<file path="src/hdl/gsb_pkg.sv">
/*
 * Constants, field layouts and carrier structs for the gigabit status and
 * bypass register bank.
 * Assumes a management register port of 5-bit address and 16-bit data.
 */
// Overview of operation
// - Status bits 12 and 15 follow gigabit link and descrambler lock, reset 0.
// - Status bit 14 latches a descrambler lock error until self-cleared.
// - Status bit 13 latches a gigabit link disconnect, self-clearing.
// - Status bits 11 and 10 latch receive and transmit errors, self-clearing.
// - Status bit 9 latches a stream start delimiter error, self-clearing.
// - Status bit 8 latches a stream end delimiter error, self-clearing.
// - Status bit 7 latches a carrier extension error, self-clearing.
// - Status bits 6 and 5 show noncompliant partner and crossover error.
// - Status bits 4:0 are reserved, read-only zero.
// - Bypass bit 15 disables the line transmitter, read-write, reset 0.
// - Bypass bits 14..12 bypass 4B/5B coder, scrambler, descrambler.
// - Bypass bits 11 and 10 bypass PCS receive and transmit paths.
// - Bypass bit 9 bypasses the link fail hold timer; bits 8, 0 reserved.
// - Sticky bit 7 resets 1, disables crossover correction at forced 10/100.
// - Sticky bit 6 resets 0, disables noncompliant partner detection.
// - Sticky bit 5 resets 0, disables automatic pair swap correction.
// - Sticky bit 4 resets 0, disables per-subchannel polarity correction.
// - Sticky bit 3 resets 1; 1 honours, 0 ignores advertised ability.
// - Bypass bit 2 disables the transmit pulse shaping filter, reset 0.
// - Sticky bit 1 stops automatic gigabit next page exchange.
// - Counters at 19 and 20 are 8 bits, saturate at 255, clear on read.
// - The false carrier counter counts separately from receive errors.
// - Sticky bits survive software reset only while sticky enable is set.
package gsb_pkg;

    localparam int ADDR_W = 5;
    localparam int DATA_W = 16;
    localparam int CNT_W = 8;

    // Register addresses.
    localparam logic [4:0] ADDR_STATUS = 5'h11;
    localparam logic [4:0] ADDR_BYPASS = 5'h12;
    localparam logic [4:0] ADDR_RXERR_CNT = 5'h13;
    localparam logic [4:0] ADDR_FCAR_CNT = 5'h14;

    // Status register bit positions.
    localparam int ST_DESCR_LOCK = 15;
    localparam int ST_LOCK_ERR = 14;
    localparam int ST_DISCONNECT = 13;
    localparam int ST_LINK_UP = 12;
    localparam int ST_RX_ERR = 11;
    localparam int ST_TX_ERR = 10;
    localparam int ST_SSD_ERR = 9;
    localparam int ST_ESD_ERR = 8;
    localparam int ST_CEXT_ERR = 7;
    localparam int ST_NONCOMP = 6;
    localparam int ST_XOVER_ERR = 5;

    // Bypass register bit positions.
    localparam int BP_TX_DIS = 15;
    localparam int BP_4B5B = 14;
    localparam int BP_SCR = 13;
    localparam int BP_DESCR = 12;
    localparam int BP_PCS_RX = 11;
    localparam int BP_PCS_TX = 10;
    localparam int BP_LFHT = 9;
    localparam int BP_XOVER_DIS = 7;
    localparam int BP_NONCOMP_DIS = 6;
    localparam int BP_PAIRSWAP_DIS = 5;
    localparam int BP_POL_DIS = 4;
    localparam int BP_PARDET_ADV = 3;
    localparam int BP_PULSE_DIS = 2;
    localparam int BP_NP_DIS = 1;

    // Writable bits of the bypass register and which of them are sticky.
    localparam logic [15:0] BP_WR_MASK = 16'hfefe;
    localparam logic [15:0] BP_STICKY_MASK = 16'h00fa;
    localparam logic [15:0] BP_RESET = 16'h0088;
    localparam logic [7:0] CNT_RESET = 8'h00;
    localparam logic [7:0] CNT_MAX = 8'hff;

    // Event strobes from the gigabit line functions, one cycle each.
    typedef struct packed {
        logic lock_err;
        logic disconnect;
        logic rx_err;
        logic tx_err;
        logic stream_start_delimiter_err;
        logic stream_end_delimiter_err;
        logic cext_err;
    } gsb_events_s;

    // Level status from the gigabit line functions.
    typedef struct packed {
        logic descr_lock;
        logic link_up;
        logic noncompliant_gigabit_partner;
        logic xover_err;
    } gsb_levels_s;

    // Controls handed to the line functions.
    typedef struct packed {
        logic tx_disable;
        logic bypass_4b5b;
        logic bypass_scrambler;
        logic bypass_descrambler;
        logic bypass_pcs_rx;
        logic bypass_pcs_tx;
        logic bypass_link_fail_hold_timer;
        logic automatic_crossover_correction_dis_forced;
        logic noncompliant_gigabit_partner_detect_dis;
        logic pair_swap_correction_dis;
        logic polarity_correction_dis;
        logic parallel_detect_honour_adv;
        logic pulse_shaping_dis;
        logic next_page_auto_dis;
    } gsb_ctrl_s;

endpackage

</file>
<file path="src/hdl/gsb_sat_cnt.sv">
/*
 * Saturating event counter that clears when read.
 * Assumes a one-cycle increment strobe and a one-cycle read strobe.
 */
`timescale 1ns/1ps
module gsb_sat_cnt #(
    parameter int WIDTH = 8
) (
    input wire logic clk,
    input wire logic rst_n,
    input wire logic inc,
    input wire logic rd_clr,
    output logic [WIDTH-1:0] count
);
    import gsb_pkg::*;

    // ========================================================================
    // Elaboration check
    initial begin
        if (WIDTH < 2 || WIDTH > 15) begin
            $error("Counter width out of range.");
        end
    end

    localparam logic [WIDTH-1:0] MAX = {WIDTH{1'b1}};
    localparam logic [WIDTH-1:0] ONE = {{(WIDTH-1){1'b0}}, 1'b1};
    localparam logic [WIDTH-1:0] ZERO = '0;

    // ========================================================================
    // Counter
    // A read clears the count, but an event in the same cycle counts as one.
    always_ff @(posedge clk or negedge rst_n) begin
        if (!rst_n) begin
            count <= ZERO;
        end else if (rd_clr) begin
            count <= inc ? ONE : ZERO;
        end else if (inc && count != MAX) begin
            count <= count + ONE;
        end
    end

    a_cnt_saturates: assert property (@(posedge clk) disable iff (!rst_n)
        (count == MAX && !rd_clr) |=> count == MAX)
        else $error("Counter left saturation without a read.");
    a_cnt_read_clears: assert property (@(posedge clk) disable iff (!rst_n)
        (rd_clr && !inc) |=> count == ZERO)
        else $error("Counter not cleared by read.");
    a_cnt_steps_one: assert property (@(posedge clk) disable iff (!rst_n)
        (inc && !rd_clr && count != MAX) |=> count == $past(count) + ONE)
        else $error("Counter did not step by one.");
    c_cnt_saturated: cover property (@(posedge clk) disable iff (!rst_n) count == MAX);
endmodule

</file>
<file path="src/hdl/gsb_sc_flag.sv">
/*
 * Self-clearing sticky status flag.
 * Assumes a one-cycle event strobe and a one-cycle register read strobe.
 */
`timescale 1ns/1ps
module gsb_sc_flag (
    input wire logic clk,
    input wire logic rst_n,
    input wire logic event_in,
    input wire logic rd_clr,
    output logic flag
);
    // ========================================================================
    // Flag
    // Set wins over the read clear so a coincident event is kept.
    always_ff @(posedge clk or negedge rst_n) begin
        if (!rst_n) begin
            flag <= 1'b0;
        end else if (event_in) begin
            flag <= 1'b1;
        end else if (rd_clr) begin
            flag <= 1'b0;
        end
    end

    a_flag_set_wins: assert property (@(posedge clk) disable iff (!rst_n)
        event_in |=> flag)
        else $error("Flag missed an event.");
    a_flag_holds: assert property (@(posedge clk) disable iff (!rst_n)
        (flag && !rd_clr) |=> flag)
        else $error("Flag dropped without a read.");
endmodule

</file>
<file path="src/hdl/gsb_regs.sv">
/*
 * Gigabit status extension, bypass control and two error counters as seen
 * over the management register port of the transceiver.
 * Assumes a serial management front end that presents one-cycle read and
 * write strobes with a 5-bit register address, and line functions that give
 * one-cycle event strobes synchronous to CLK.
 */
`timescale 1ns/1ps
module gsb_regs (
    input wire logic CLK,
    input wire logic RSTN,
    input wire logic SOFT_RST,
    input wire logic STICKY_RST_EN,
    input wire logic RD_EN,
    input wire logic WR_EN,
    input wire logic [gsb_pkg::ADDR_W-1:0] ADDR,
    input wire logic [gsb_pkg::DATA_W-1:0] WDATA,
    output logic [gsb_pkg::DATA_W-1:0] RDATA,
    input wire gsb_pkg::gsb_events_s EVENTS,
    input wire gsb_pkg::gsb_levels_s LEVELS,
    input wire logic RX_ERR_EVT,
    input wire logic FALSE_CARRIER_EVT,
    output gsb_pkg::gsb_ctrl_s CTRL
);
    import gsb_pkg::*;

    // ========================================================================
    // Reset synchroniser
    logic rst_meta_q;
    logic rst_n;

    // Release of the asynchronous reset passes two flip-flops.
    always_ff @(posedge CLK or negedge RSTN) begin
        if (!RSTN) begin
            rst_meta_q <= 1'b0;
            rst_n <= 1'b0;
        end else begin
            rst_meta_q <= 1'b1;
            rst_n <= rst_meta_q;
        end
    end

    // ========================================================================
    // Access decode
    logic rd_status;
    logic rd_rxcnt;
    logic rd_fccnt;
    logic wr_bypass;

    // Reads of the status and counter words drive their clear-on-read logic.
    assign rd_status = RD_EN && ADDR == ADDR_STATUS;
    assign rd_rxcnt = RD_EN && ADDR == ADDR_RXERR_CNT;
    assign rd_fccnt = RD_EN && ADDR == ADDR_FCAR_CNT;
    assign wr_bypass = WR_EN && ADDR == ADDR_BYPASS;

    // ========================================================================
    // Self-clearing status flags
    localparam int N_FLAGS = 7;
    logic [N_FLAGS-1:0] flag_evt;
    logic [N_FLAGS-1:0] flag_q;

    // Event order matches status bits 14 down to 7 without link status.
    assign flag_evt = {EVENTS.lock_err, EVENTS.disconnect, EVENTS.rx_err, EVENTS.tx_err,
                       EVENTS.stream_start_delimiter_err, EVENTS.stream_end_delimiter_err,
                       EVENTS.cext_err};

    // One flag per event, each cleared by a status read.
    genvar gi;
    generate
        for (gi = 0; gi < N_FLAGS; gi++) begin : g_flag
            gsb_sc_flag u_flag (
                .clk(CLK),
                .rst_n(rst_n),
                .event_in(flag_evt[gi]),
                .rd_clr(rd_status),
                .flag(flag_q[gi])
            );
        end
    endgenerate

    // ========================================================================
    // Level status
    // The bypass register is declared here because the partner mask reads it.
    logic [DATA_W-1:0] bypass_q;
    logic [DATA_W-1:0] bypass_d;
    logic lock_q;
    logic link_q;
    logic noncomp_q;
    logic xover_q;

    // Live status sampled each cycle; partner detection masked when disabled.
    always_ff @(posedge CLK or negedge rst_n) begin
        if (!rst_n) begin
            lock_q <= 1'b0;
            link_q <= 1'b0;
            noncomp_q <= 1'b0;
            xover_q <= 1'b0;
        end else begin
            lock_q <= LEVELS.descr_lock;
            link_q <= LEVELS.link_up;
            noncomp_q <= LEVELS.noncompliant_gigabit_partner
                         && !bypass_q[BP_NONCOMP_DIS];
            xover_q <= LEVELS.xover_err;
        end
    end

    logic [DATA_W-1:0] status_word;

    // Status word assembly; bits 4:0 read zero.
    always_comb begin
        status_word = '0;
        status_word[ST_DESCR_LOCK] = lock_q;
        status_word[ST_LOCK_ERR] = flag_q[6];
        status_word[ST_DISCONNECT] = flag_q[5];
        status_word[ST_LINK_UP] = link_q;
        status_word[ST_RX_ERR] = flag_q[4];
        status_word[ST_TX_ERR] = flag_q[3];
        status_word[ST_SSD_ERR] = flag_q[2];
        status_word[ST_ESD_ERR] = flag_q[1];
        status_word[ST_CEXT_ERR] = flag_q[0];
        status_word[ST_NONCOMP] = noncomp_q;
        status_word[ST_XOVER_ERR] = xover_q;
    end

    // ========================================================================
    // Bypass control register
    // Software reset restores plain bits always, sticky bits only when the
    // sticky enable is clear; a write in the same cycle is ignored.
    always_comb begin
        bypass_d = bypass_q;
        if (SOFT_RST) begin
            if (STICKY_RST_EN) begin
                bypass_d = (bypass_q & BP_STICKY_MASK)
                           | (BP_RESET & ~BP_STICKY_MASK);
            end else begin
                bypass_d = BP_RESET;
            end
        end else if (wr_bypass) begin
            bypass_d = WDATA & BP_WR_MASK;
        end
    end

    // Bypass register state.
    always_ff @(posedge CLK or negedge rst_n) begin
        if (!rst_n) begin
            bypass_q <= BP_RESET;
        end else begin
            bypass_q <= bypass_d;
        end
    end

    // Controls to the line functions come straight from the register.
    always_comb begin
        CTRL.tx_disable = bypass_q[BP_TX_DIS];
        CTRL.bypass_4b5b = bypass_q[BP_4B5B];
        CTRL.bypass_scrambler = bypass_q[BP_SCR];
        CTRL.bypass_descrambler = bypass_q[BP_DESCR];
        CTRL.bypass_pcs_rx = bypass_q[BP_PCS_RX];
        CTRL.bypass_pcs_tx = bypass_q[BP_PCS_TX];
        CTRL.bypass_link_fail_hold_timer = bypass_q[BP_LFHT];
        CTRL.automatic_crossover_correction_dis_forced = bypass_q[BP_XOVER_DIS];
        CTRL.noncompliant_gigabit_partner_detect_dis = bypass_q[BP_NONCOMP_DIS];
        CTRL.pair_swap_correction_dis = bypass_q[BP_PAIRSWAP_DIS];
        CTRL.polarity_correction_dis = bypass_q[BP_POL_DIS];
        CTRL.parallel_detect_honour_adv = bypass_q[BP_PARDET_ADV];
        CTRL.pulse_shaping_dis = bypass_q[BP_PULSE_DIS];
        CTRL.next_page_auto_dis = bypass_q[BP_NP_DIS];
    end

    // ========================================================================
    // Error counters
    logic [CNT_W-1:0] rxcnt;
    logic [CNT_W-1:0] fccnt;

    // Receive error counter.
    gsb_sat_cnt #(.WIDTH(CNT_W)) u_rxcnt (
        .clk(CLK),
        .rst_n(rst_n),
        .inc(RX_ERR_EVT),
        .rd_clr(rd_rxcnt),
        .count(rxcnt)
    );

    // False carrier counter, fed apart from the receive error counter.
    gsb_sat_cnt #(.WIDTH(CNT_W)) u_fccnt (
        .clk(CLK),
        .rst_n(rst_n),
        .inc(FALSE_CARRIER_EVT),
        .rd_clr(rd_fccnt),
        .count(fccnt)
    );

    // ========================================================================
    // Read data
    logic [DATA_W-1:0] rdata_d;

    // Read mux; unmapped addresses and reserved bits read zero.
    always_comb begin
        rdata_d = '0;
        unique case (ADDR)
            ADDR_STATUS: rdata_d = status_word;
            ADDR_BYPASS: rdata_d = bypass_q & BP_WR_MASK;
            ADDR_RXERR_CNT: rdata_d = {{(DATA_W-CNT_W){1'b0}}, rxcnt};
            ADDR_FCAR_CNT: rdata_d = {{(DATA_W-CNT_W){1'b0}}, fccnt};
            default: rdata_d = '0;
        endcase
    end

    // Read data is captured on the read strobe and held until the next read.
    always_ff @(posedge CLK or negedge rst_n) begin
        if (!rst_n) begin
            RDATA <= '0;
        end else if (RD_EN) begin
            RDATA <= rdata_d;
        end
    end

    // ========================================================================
    // Checks
    a_status_rd_clear: assert property (@(posedge CLK) disable iff (!rst_n)
        (rd_status && !EVENTS.rx_err) |=> !flag_q[4])
        else $error("Receive error flag survived a read.");
    a_event_kept: assert property (@(posedge CLK) disable iff (!rst_n)
        (rd_status && flag_evt != '0) |=> (flag_q & $past(flag_evt)) == $past(flag_evt))
        else $error("Event lost on coincident read.");
    a_link_follows: assert property (@(posedge CLK) disable iff (!rst_n)
        RD_EN && ADDR == ADDR_STATUS |=> RDATA[ST_LINK_UP] == $past(link_q))
        else $error("Link status not shown.");
    a_reserved_zero: assert property (@(posedge CLK) disable iff (!rst_n)
        $past(RD_EN) && $past(ADDR) == ADDR_STATUS |-> RDATA[4:0] == 5'h00)
        else $error("Reserved status bits nonzero.");
    a_bypass_write: assert property (@(posedge CLK) disable iff (!rst_n)
        (wr_bypass && !SOFT_RST) |=> bypass_q == ($past(WDATA) & BP_WR_MASK))
        else $error("Bypass write not stored.");
    a_sticky_keep: assert property (@(posedge CLK) disable iff (!rst_n)
        (SOFT_RST && STICKY_RST_EN) |=>
        (bypass_q & BP_STICKY_MASK) == ($past(bypass_q) & BP_STICKY_MASK))
        else $error("Sticky bits lost on software reset.");
    a_sticky_default: assert property (@(posedge CLK) disable iff (!rst_n)
        (SOFT_RST && !STICKY_RST_EN) |=> bypass_q == BP_RESET)
        else $error("Defaults not restored on software reset.");
    a_txdis_drive: assert property (@(posedge CLK) disable iff (!rst_n)
        CTRL.tx_disable == bypass_q[BP_TX_DIS] && !bypass_q[8] && !bypass_q[0])
        else $error("Transmit disable or reserved bit wrong.");
    a_noncomp_mask: assert property (@(posedge CLK) disable iff (!rst_n)
        bypass_q[BP_NONCOMP_DIS] && $past(bypass_q[BP_NONCOMP_DIS]) |-> !noncomp_q)
        else $error("Partner detect not disabled.");
    c_status_read: cover property (@(posedge CLK) disable iff (!rst_n)
        rd_status && flag_q != '0);
    c_soft_keep: cover property (@(posedge CLK) disable iff (!rst_n)
        SOFT_RST && STICKY_RST_EN && bypass_q != BP_RESET);
    c_fc_read: cover property (@(posedge CLK) disable iff (!rst_n)
        rd_fccnt && fccnt != CNT_RESET);
endmodule

</file>
<file path="config.mk">
export PLATFORM = sky130hd
export DESIGN_NAME = gsb_regs
export DESIGN_NICKNAME = d
export VERILOG_FILES = /design/src/hdl/gsb_pkg.sv /design/src/hdl/gsb_sat_cnt.sv /design/src/hdl/gsb_sc_flag.sv /design/src/hdl/gsb_regs.sv
export SDC_FILE = /design/constraint.sdc
export NUM_CORES = 1
export LEC_CHECK = 0
export BUFFER_PORTS_ARGS = -buffer_cell sky130_fd_sc_hd__clkbuf_2
export CORE_AREA = 2 2 83 85
export CTS_CLUSTER_SIZE = 8
export DETAILED_ROUTE_END_ITERATION = 8
export DIE_AREA = 0 0 85 87
export PLACE_DENSITY = 0.7
export SLEW_MARGIN = 5
export SYNTH_ARGS = -nofsm -noshare
export SYNTH_HDL_FRONTEND = slang
export SYNTH_SLANG_ARGS = --single-unit
</file>
<file path="constraint.sdc">
create_clock -name CLK -period 5.4 [get_ports CLK]
set_clock_uncertainty 0.15 [all_clocks]
set_input_delay 1.08 -clock CLK [delete_from_list [all_inputs] [get_ports CLK]]
set_output_delay 1.08 -clock CLK [all_outputs]
set_load 0.05 [all_outputs]
</file>
Yosys cells after proc, flatten, opt, wreduce, memory -nomap -nowiden --
Cells that the tools add are included.
Storage, ports and cells: bits of input ports 40, flip-flop bits (word level) 61, memories 0, bits in latches 0, ROM bits 0, memory bits (writable) 0
Cells by class: $lt $le $gt $ge 0, divide/modulo/power cells 0, add/subtract/negate cells 2, bitwise gates (word level) 0, muxes and demuxes 18, $mul 0, shifts and indexed selects 0, reduce and logical (&&, ||, !) cells 19, equal/unequal tests 7
Operators by type and width (count):
- $pmux W16 S4 | 1
- $mux W8 | 5
- $mux W16 | 2
- $eq A5 B5 Y1 const B | 4
- $reduce_bool A2 Y1 | 10
- $add A8 B1 Y8 const B | 2
- $ne A8 B8 Y1 const B | 2
- $mux W1 | 10
- $logic_and A1 B1 Y1 | 7
- $ne A2 B2 Y1 const B | 1
- $reduce_and A2 Y1 | 1
- $logic_not A1 Y1 | 1

Logic depth before layout (Yosys ltp) --
depth in word-level cells 4, depth in mapped cells 7, depth with buffers taken out 5

Modules after synthesis --
Synthesis repeated with hierarchy kept, for this count alone.
Unflattened totals: cells, all modules 290, area, all modules 2952.8 µm²
Modules (own cells, without submodules):
- gsb_regs | area an instance 1752.9 µm², instances 1, cells an instance 175, seq. area each 903.4 µm²
- gsb_sat_cnt | area an instance 473.0 µm², instances 2, cells an instance 47, seq. area each 200.2 µm²
- gsb_sc_flag | area an instance 36.3 µm², instances 7, cells an instance 3, seq. area each 25.0 µm²

Least setup slack after synthesis --
No wires, ideal clock.
path type input port to flip-flop, from in ADDR[2] (netlist bit), to reg u_fccnt.count[0], arrival 2.093 ns, path buffers 2, cell stages on the path 6, data required time 5.126 ns, setup slack 3.033 ns, cells stage by stage buf_4 nor2b_1 and4_1 buf_4 o31a_1 a2bb2oi_1
Between the ends: cells in the longest elaborated chain, start to end 3, elaborated cells on any way between the ends 4, those cells by class eq/ne: 1; mux: 1; reduce/logical: 2
Ends and longest elaborated chain:
- start: declaration | RTL line gsb_regs.sv:16 | input wire logic [gsb_pkg::ADDR_W-1:0] ADDR,
- $eq A5 B5 Y1 (*) | RTL line gsb_regs.sv:53 | assign rd_fccnt = RD_EN && ADDR == ADDR_FCAR_CNT;
- $logic_and A1 B1 Y1 (*) | RTL line gsb_regs.sv:53
- $mux W8 or $reduce_bool A2 Y1 (tied branches)
- end signal: assignment | RTL line gsb_sat_cnt.sv:36 | count <= inc ? ONE : ZERO;
- end signal: assignment | RTL line gsb_sat_cnt.sv:38 | count <= count + ONE;
- end: declaration | RTL line gsb_sat_cnt.sv:13 | output logic [WIDTH-1:0] count
Every way passes the cells marked *; elsewhere a longest branch is shown, timed or not. A chain may end at the register's enable or synchronous reset.

Worst setup path after layout --
from in ADDR[2] (netlist bit), to reg RDATA[1] (netlist bit)
Between the ends: cells in the longest elaborated chain, start to end 2, elaborated cells on any way between the ends 5, those cells by class eq/ne: 4; mux: 1
Ends and longest elaborated chain:
- $eq A5 B5 Y1 | RTL line gsb_regs.sv:200 | unique case (ADDR)
- $pmux W16 S4 (*) | RTL line gsb_regs.sv:200
- end signal: assignment | RTL line gsb_regs.sv:214 | RDATA <= rdata_d;
- end: declaration | RTL line gsb_regs.sv:18 | output logic [gsb_pkg::DATA_W-1:0] RDATA,
Marked as above.

==> reports/metrics.csv <==
stage;metric;value;unit
die;die-area;0.00740;mm^2
timing;min_period;2960;ps
power;power_density;330;mW/mm^2
yosys;yosysSeqAreaShare;51.8;%
job;cap_violations;0;
die;ios;70;
grt;antenna_found_initial;0;
grt;grt_max_degree;58;
cts;cts.sinks;59;
cts;cts_root_buffer;clkbuf_8;
grt;grt_pass1_wl;10100;um
timing;max_freq;337;MHz
timing;relSlewSlack;22.3;%
route;avgRoutedWirePerCell;15.3;um
timing;drv_slew;0;
cells_and_area;syn_to_final_growth;19.2;%
route;ant_nets;0;
yosys;synthArstFlopShare;100;%
cells_and_area;antennaDiodeCount;0;
yosys;synth-main-ff-cell;dfrtp_1;
cts;cts_resized;0;
cts;clk_path_buf_depth;2;
route;drt_first_pass_iters;4;
die;chipWidth;85;um
die;die_h;87;um
timing;finalHoldViolations;0;
cts;cts_buffers;9;
critical_path;worstPathArrival;3070;ps
timing;period_share;54.9;%
cells_and_area;multi_input_area;0.00122;mm^2
power;p_leak;1.49;nW
place;portBuffers;67;
cells_and_area;final-seq-area;0.00148;mm^2
grt;overflow;0;
die;num_rows;30;
place;dp.cells;412;
route;first_iter_violations;163;
yosys;avgSynthCellArea;10.2;um^2
cells_and_area;layout.nets;385;
route;viasPerCell;5.52;
cts;cts_tree;built;
yosys;synth_warnings;0;
critical_path;crit_required;5500;ps
timing;tightestPinTransition;1160;ps
critical_path;crit_path_end_kind;flip-flop;
yosys;syn_area;0.00286;mm^2
timing;setup-tns-final;0;ps
route;wl;6560;um
yosys;synth_seq_cells;59;
cts;clk_latency;350;ps
hold_path;hp-class;flip-flop to flip-flop;
yosys;syn-num-nets;323;
cts;htreeDepth;3;
place;hpwlAfterDp;4620;um
cells_and_area;drive_above_1_share;26.7;%
die;design.core.area;0.00657;mm^2
status;status;completed;
cts;postCtsHoldBufs;0;
cts;cts.clk_slew.worst_paths;70;ps
cells_and_area;fill_cells;598;
yosys;synth_edf_count;0;
timing;setup_viol;0;
place;gp_congestion;0.862;
critical_path;cp-start-kind;input pin;
cells_and_area;instances_no_fill;428;
die;initial_core_util;43.5;%
yosys;synthCells;281;
timing;rsz0062_at_grt;false;
power;ir_worst_vdd;0.174;mV
route;vias;2363;
grt;grt_usage;18.0;%
grt;first_global_vias;2044;
critical_path;path_class;input pin to flip-flop;
route;post-route-drc-count;0;
cts;cts_setup_buffers;0;
critical_path;cp_max_fo;12;
yosys;ys_types;44;
-- placed cells by master (no fill, tap or decap), types with 2 or more instances in the layout --
cell / netlist / layout
clkbuf_2: 0 / 67
dfrtp_1: 57 / 56
nor2_1: 36 / 36
mux2i_1: 18 / 18
inv_1: 15 / 15
a21oi_1: 13 / 13
nand2_1: 12 / 12
o21ai_0: 11 / 11
a22oi_1: 11 / 11
o22ai_1: 11 / 11
clkbuf_8: 0 / 9
nand3_1: 8 / 8
nor3_1: 7 / 7
a21o_1: 7 / 7
nand3b_1: 7 / 7
nor2b_1: 6 / 6
nand4_1: 6 / 6
xor2_1: 4 / 4
and4_1: 3 / 3
a22o_1: 3 / 3
a211oi_1: 3 / 3
clkinv_4: 0 / 3
o211ai_1: 2 / 2
or3_1: 2 / 2
and3_1: 2 / 2
ha_1: 2 / 2
dfstp_2: 2 / 2
-- routing by layer --
metal  vias to the layer above  GRT usage, %  share of wire [%]
li1                       1133             -                  -
met1                      1137          24.8                 45
met5                         -             0                  0
met3                        15          4.93                5.8
met2                        78          26.4                 46
met4                         0          8.66                2.5
-- report_power, final --
group	internal, W	switching [W]
sequential	0.000491	0.0000684
combinational	0.0000660	0.0000896
clock	0.000216	0.000194
-- synth_stat cells, types with 2 or more instances --
cell      number  area share, %
dfstp_2        2            1.8
and4_1         3           0.92
buf_6          2           0.79
nor2_1        36            4.7
nand3b_1       7            1.8
inv_1         15            2.0
o21ai_0       11            1.9
a211oi_1       3           0.79
a22o_1         3           0.92
or3_1          2           0.44
ha_1           2           0.88
clkbuf_1       6           0.79
buf_4          3           0.79
o211ai_1       2           0.53
nor2b_1        6            1.3
nand3_1        8            1.4
o22ai_1       11            2.4
a21o_1         7            1.8
nor3_1         7            1.2
a22oi_1       11            2.9
dfrtp_1       57             50
and3_1         2           0.44
a21oi_1       13            2.3
mux2i_1       18            6.3
nand2_1       12            1.6
buf_2          6            1.1
nand4_1        6            1.3
xor2_1         4            1.2
-- area by class of cell --
type                       instances  share of cell area (%)
inverter                          15                    1.65
multi-input combinational        190                    35.9
clock inverter                     7                    2.28
clock buffer                       9                    3.64
timing repair buffer              68                    10.1
tap                               80                    2.94
sequential                        59                    43.5
-- registers in the layout, indices dropped and copies added, names as in the netlist --
register            cells
RDATA                  16
rst_meta_q              1
lock_q                  1
rst_n                   1
u_rxcnt.count           8
xover_q                 1
link_q                  1
bypass_q               14
u_fccnt.count           8
g_flag.u_flag.flag      7
noncomp_q               1
-- through the flow --
stage / hold slack [ps] / utilization, % / area [um^2] / total power (W) / setup WS [ps]
floorplan: 181 / - / 2860 / 0.000672 / 3030
CTS: 202 / 51.8 / 3400 / 0.00113 / 2460
detailed placement: 190 / 48.7 / 3200 / 0.000722 / 2100
global route: 216 / 51.8 / 3400 / 0.00118 / 2210
global placement: 186 / 48.7 / 3200 / 0.000716 / 2180
finish: 200 / 51.8 / 3400 / 0.00112 / 2440
-- kinds of logic after synthesis --
group / count (synthesis) / share of synthesized area (%)
AOI/OAI and AO/OA: 69 / 16.0
xor gates and xnor gates: 4 / 1.23
adders and majority gates: 2 / 0.876
buffers and inverters: 32 / 5.39
DFF: 59 / 51.8
muxes: 18 / 6.31
other: 1 / 0.131
and+or+nand+nor: 96 / 18.3
-- path summary, 6_finish.rpt --
check,from,cells after the start,slack (ps),to
worst min register to register,rst_meta_q,0,200,rst_n
max in group asynchronous,rst_n,1,4370,RDATA[0]
min in group asynchronous,rst_n,1,250,u_fccnt.count[3]
worst max register to register,u_rxcnt.count[0],5,3690,u_rxcnt.count[1]
worst max-delay path,ADDR[2],5,2440,RDATA[1]
worst min-delay path,rst_meta_q,0,200,rst_n
-- critical path, cell delays in order --
cell       delay (ps)
clkbuf_2          190
nand4bb_1         540
nor2_1            830
a22oi_1           210
o21ai_0           210
(Power assumes the default switching activity.)
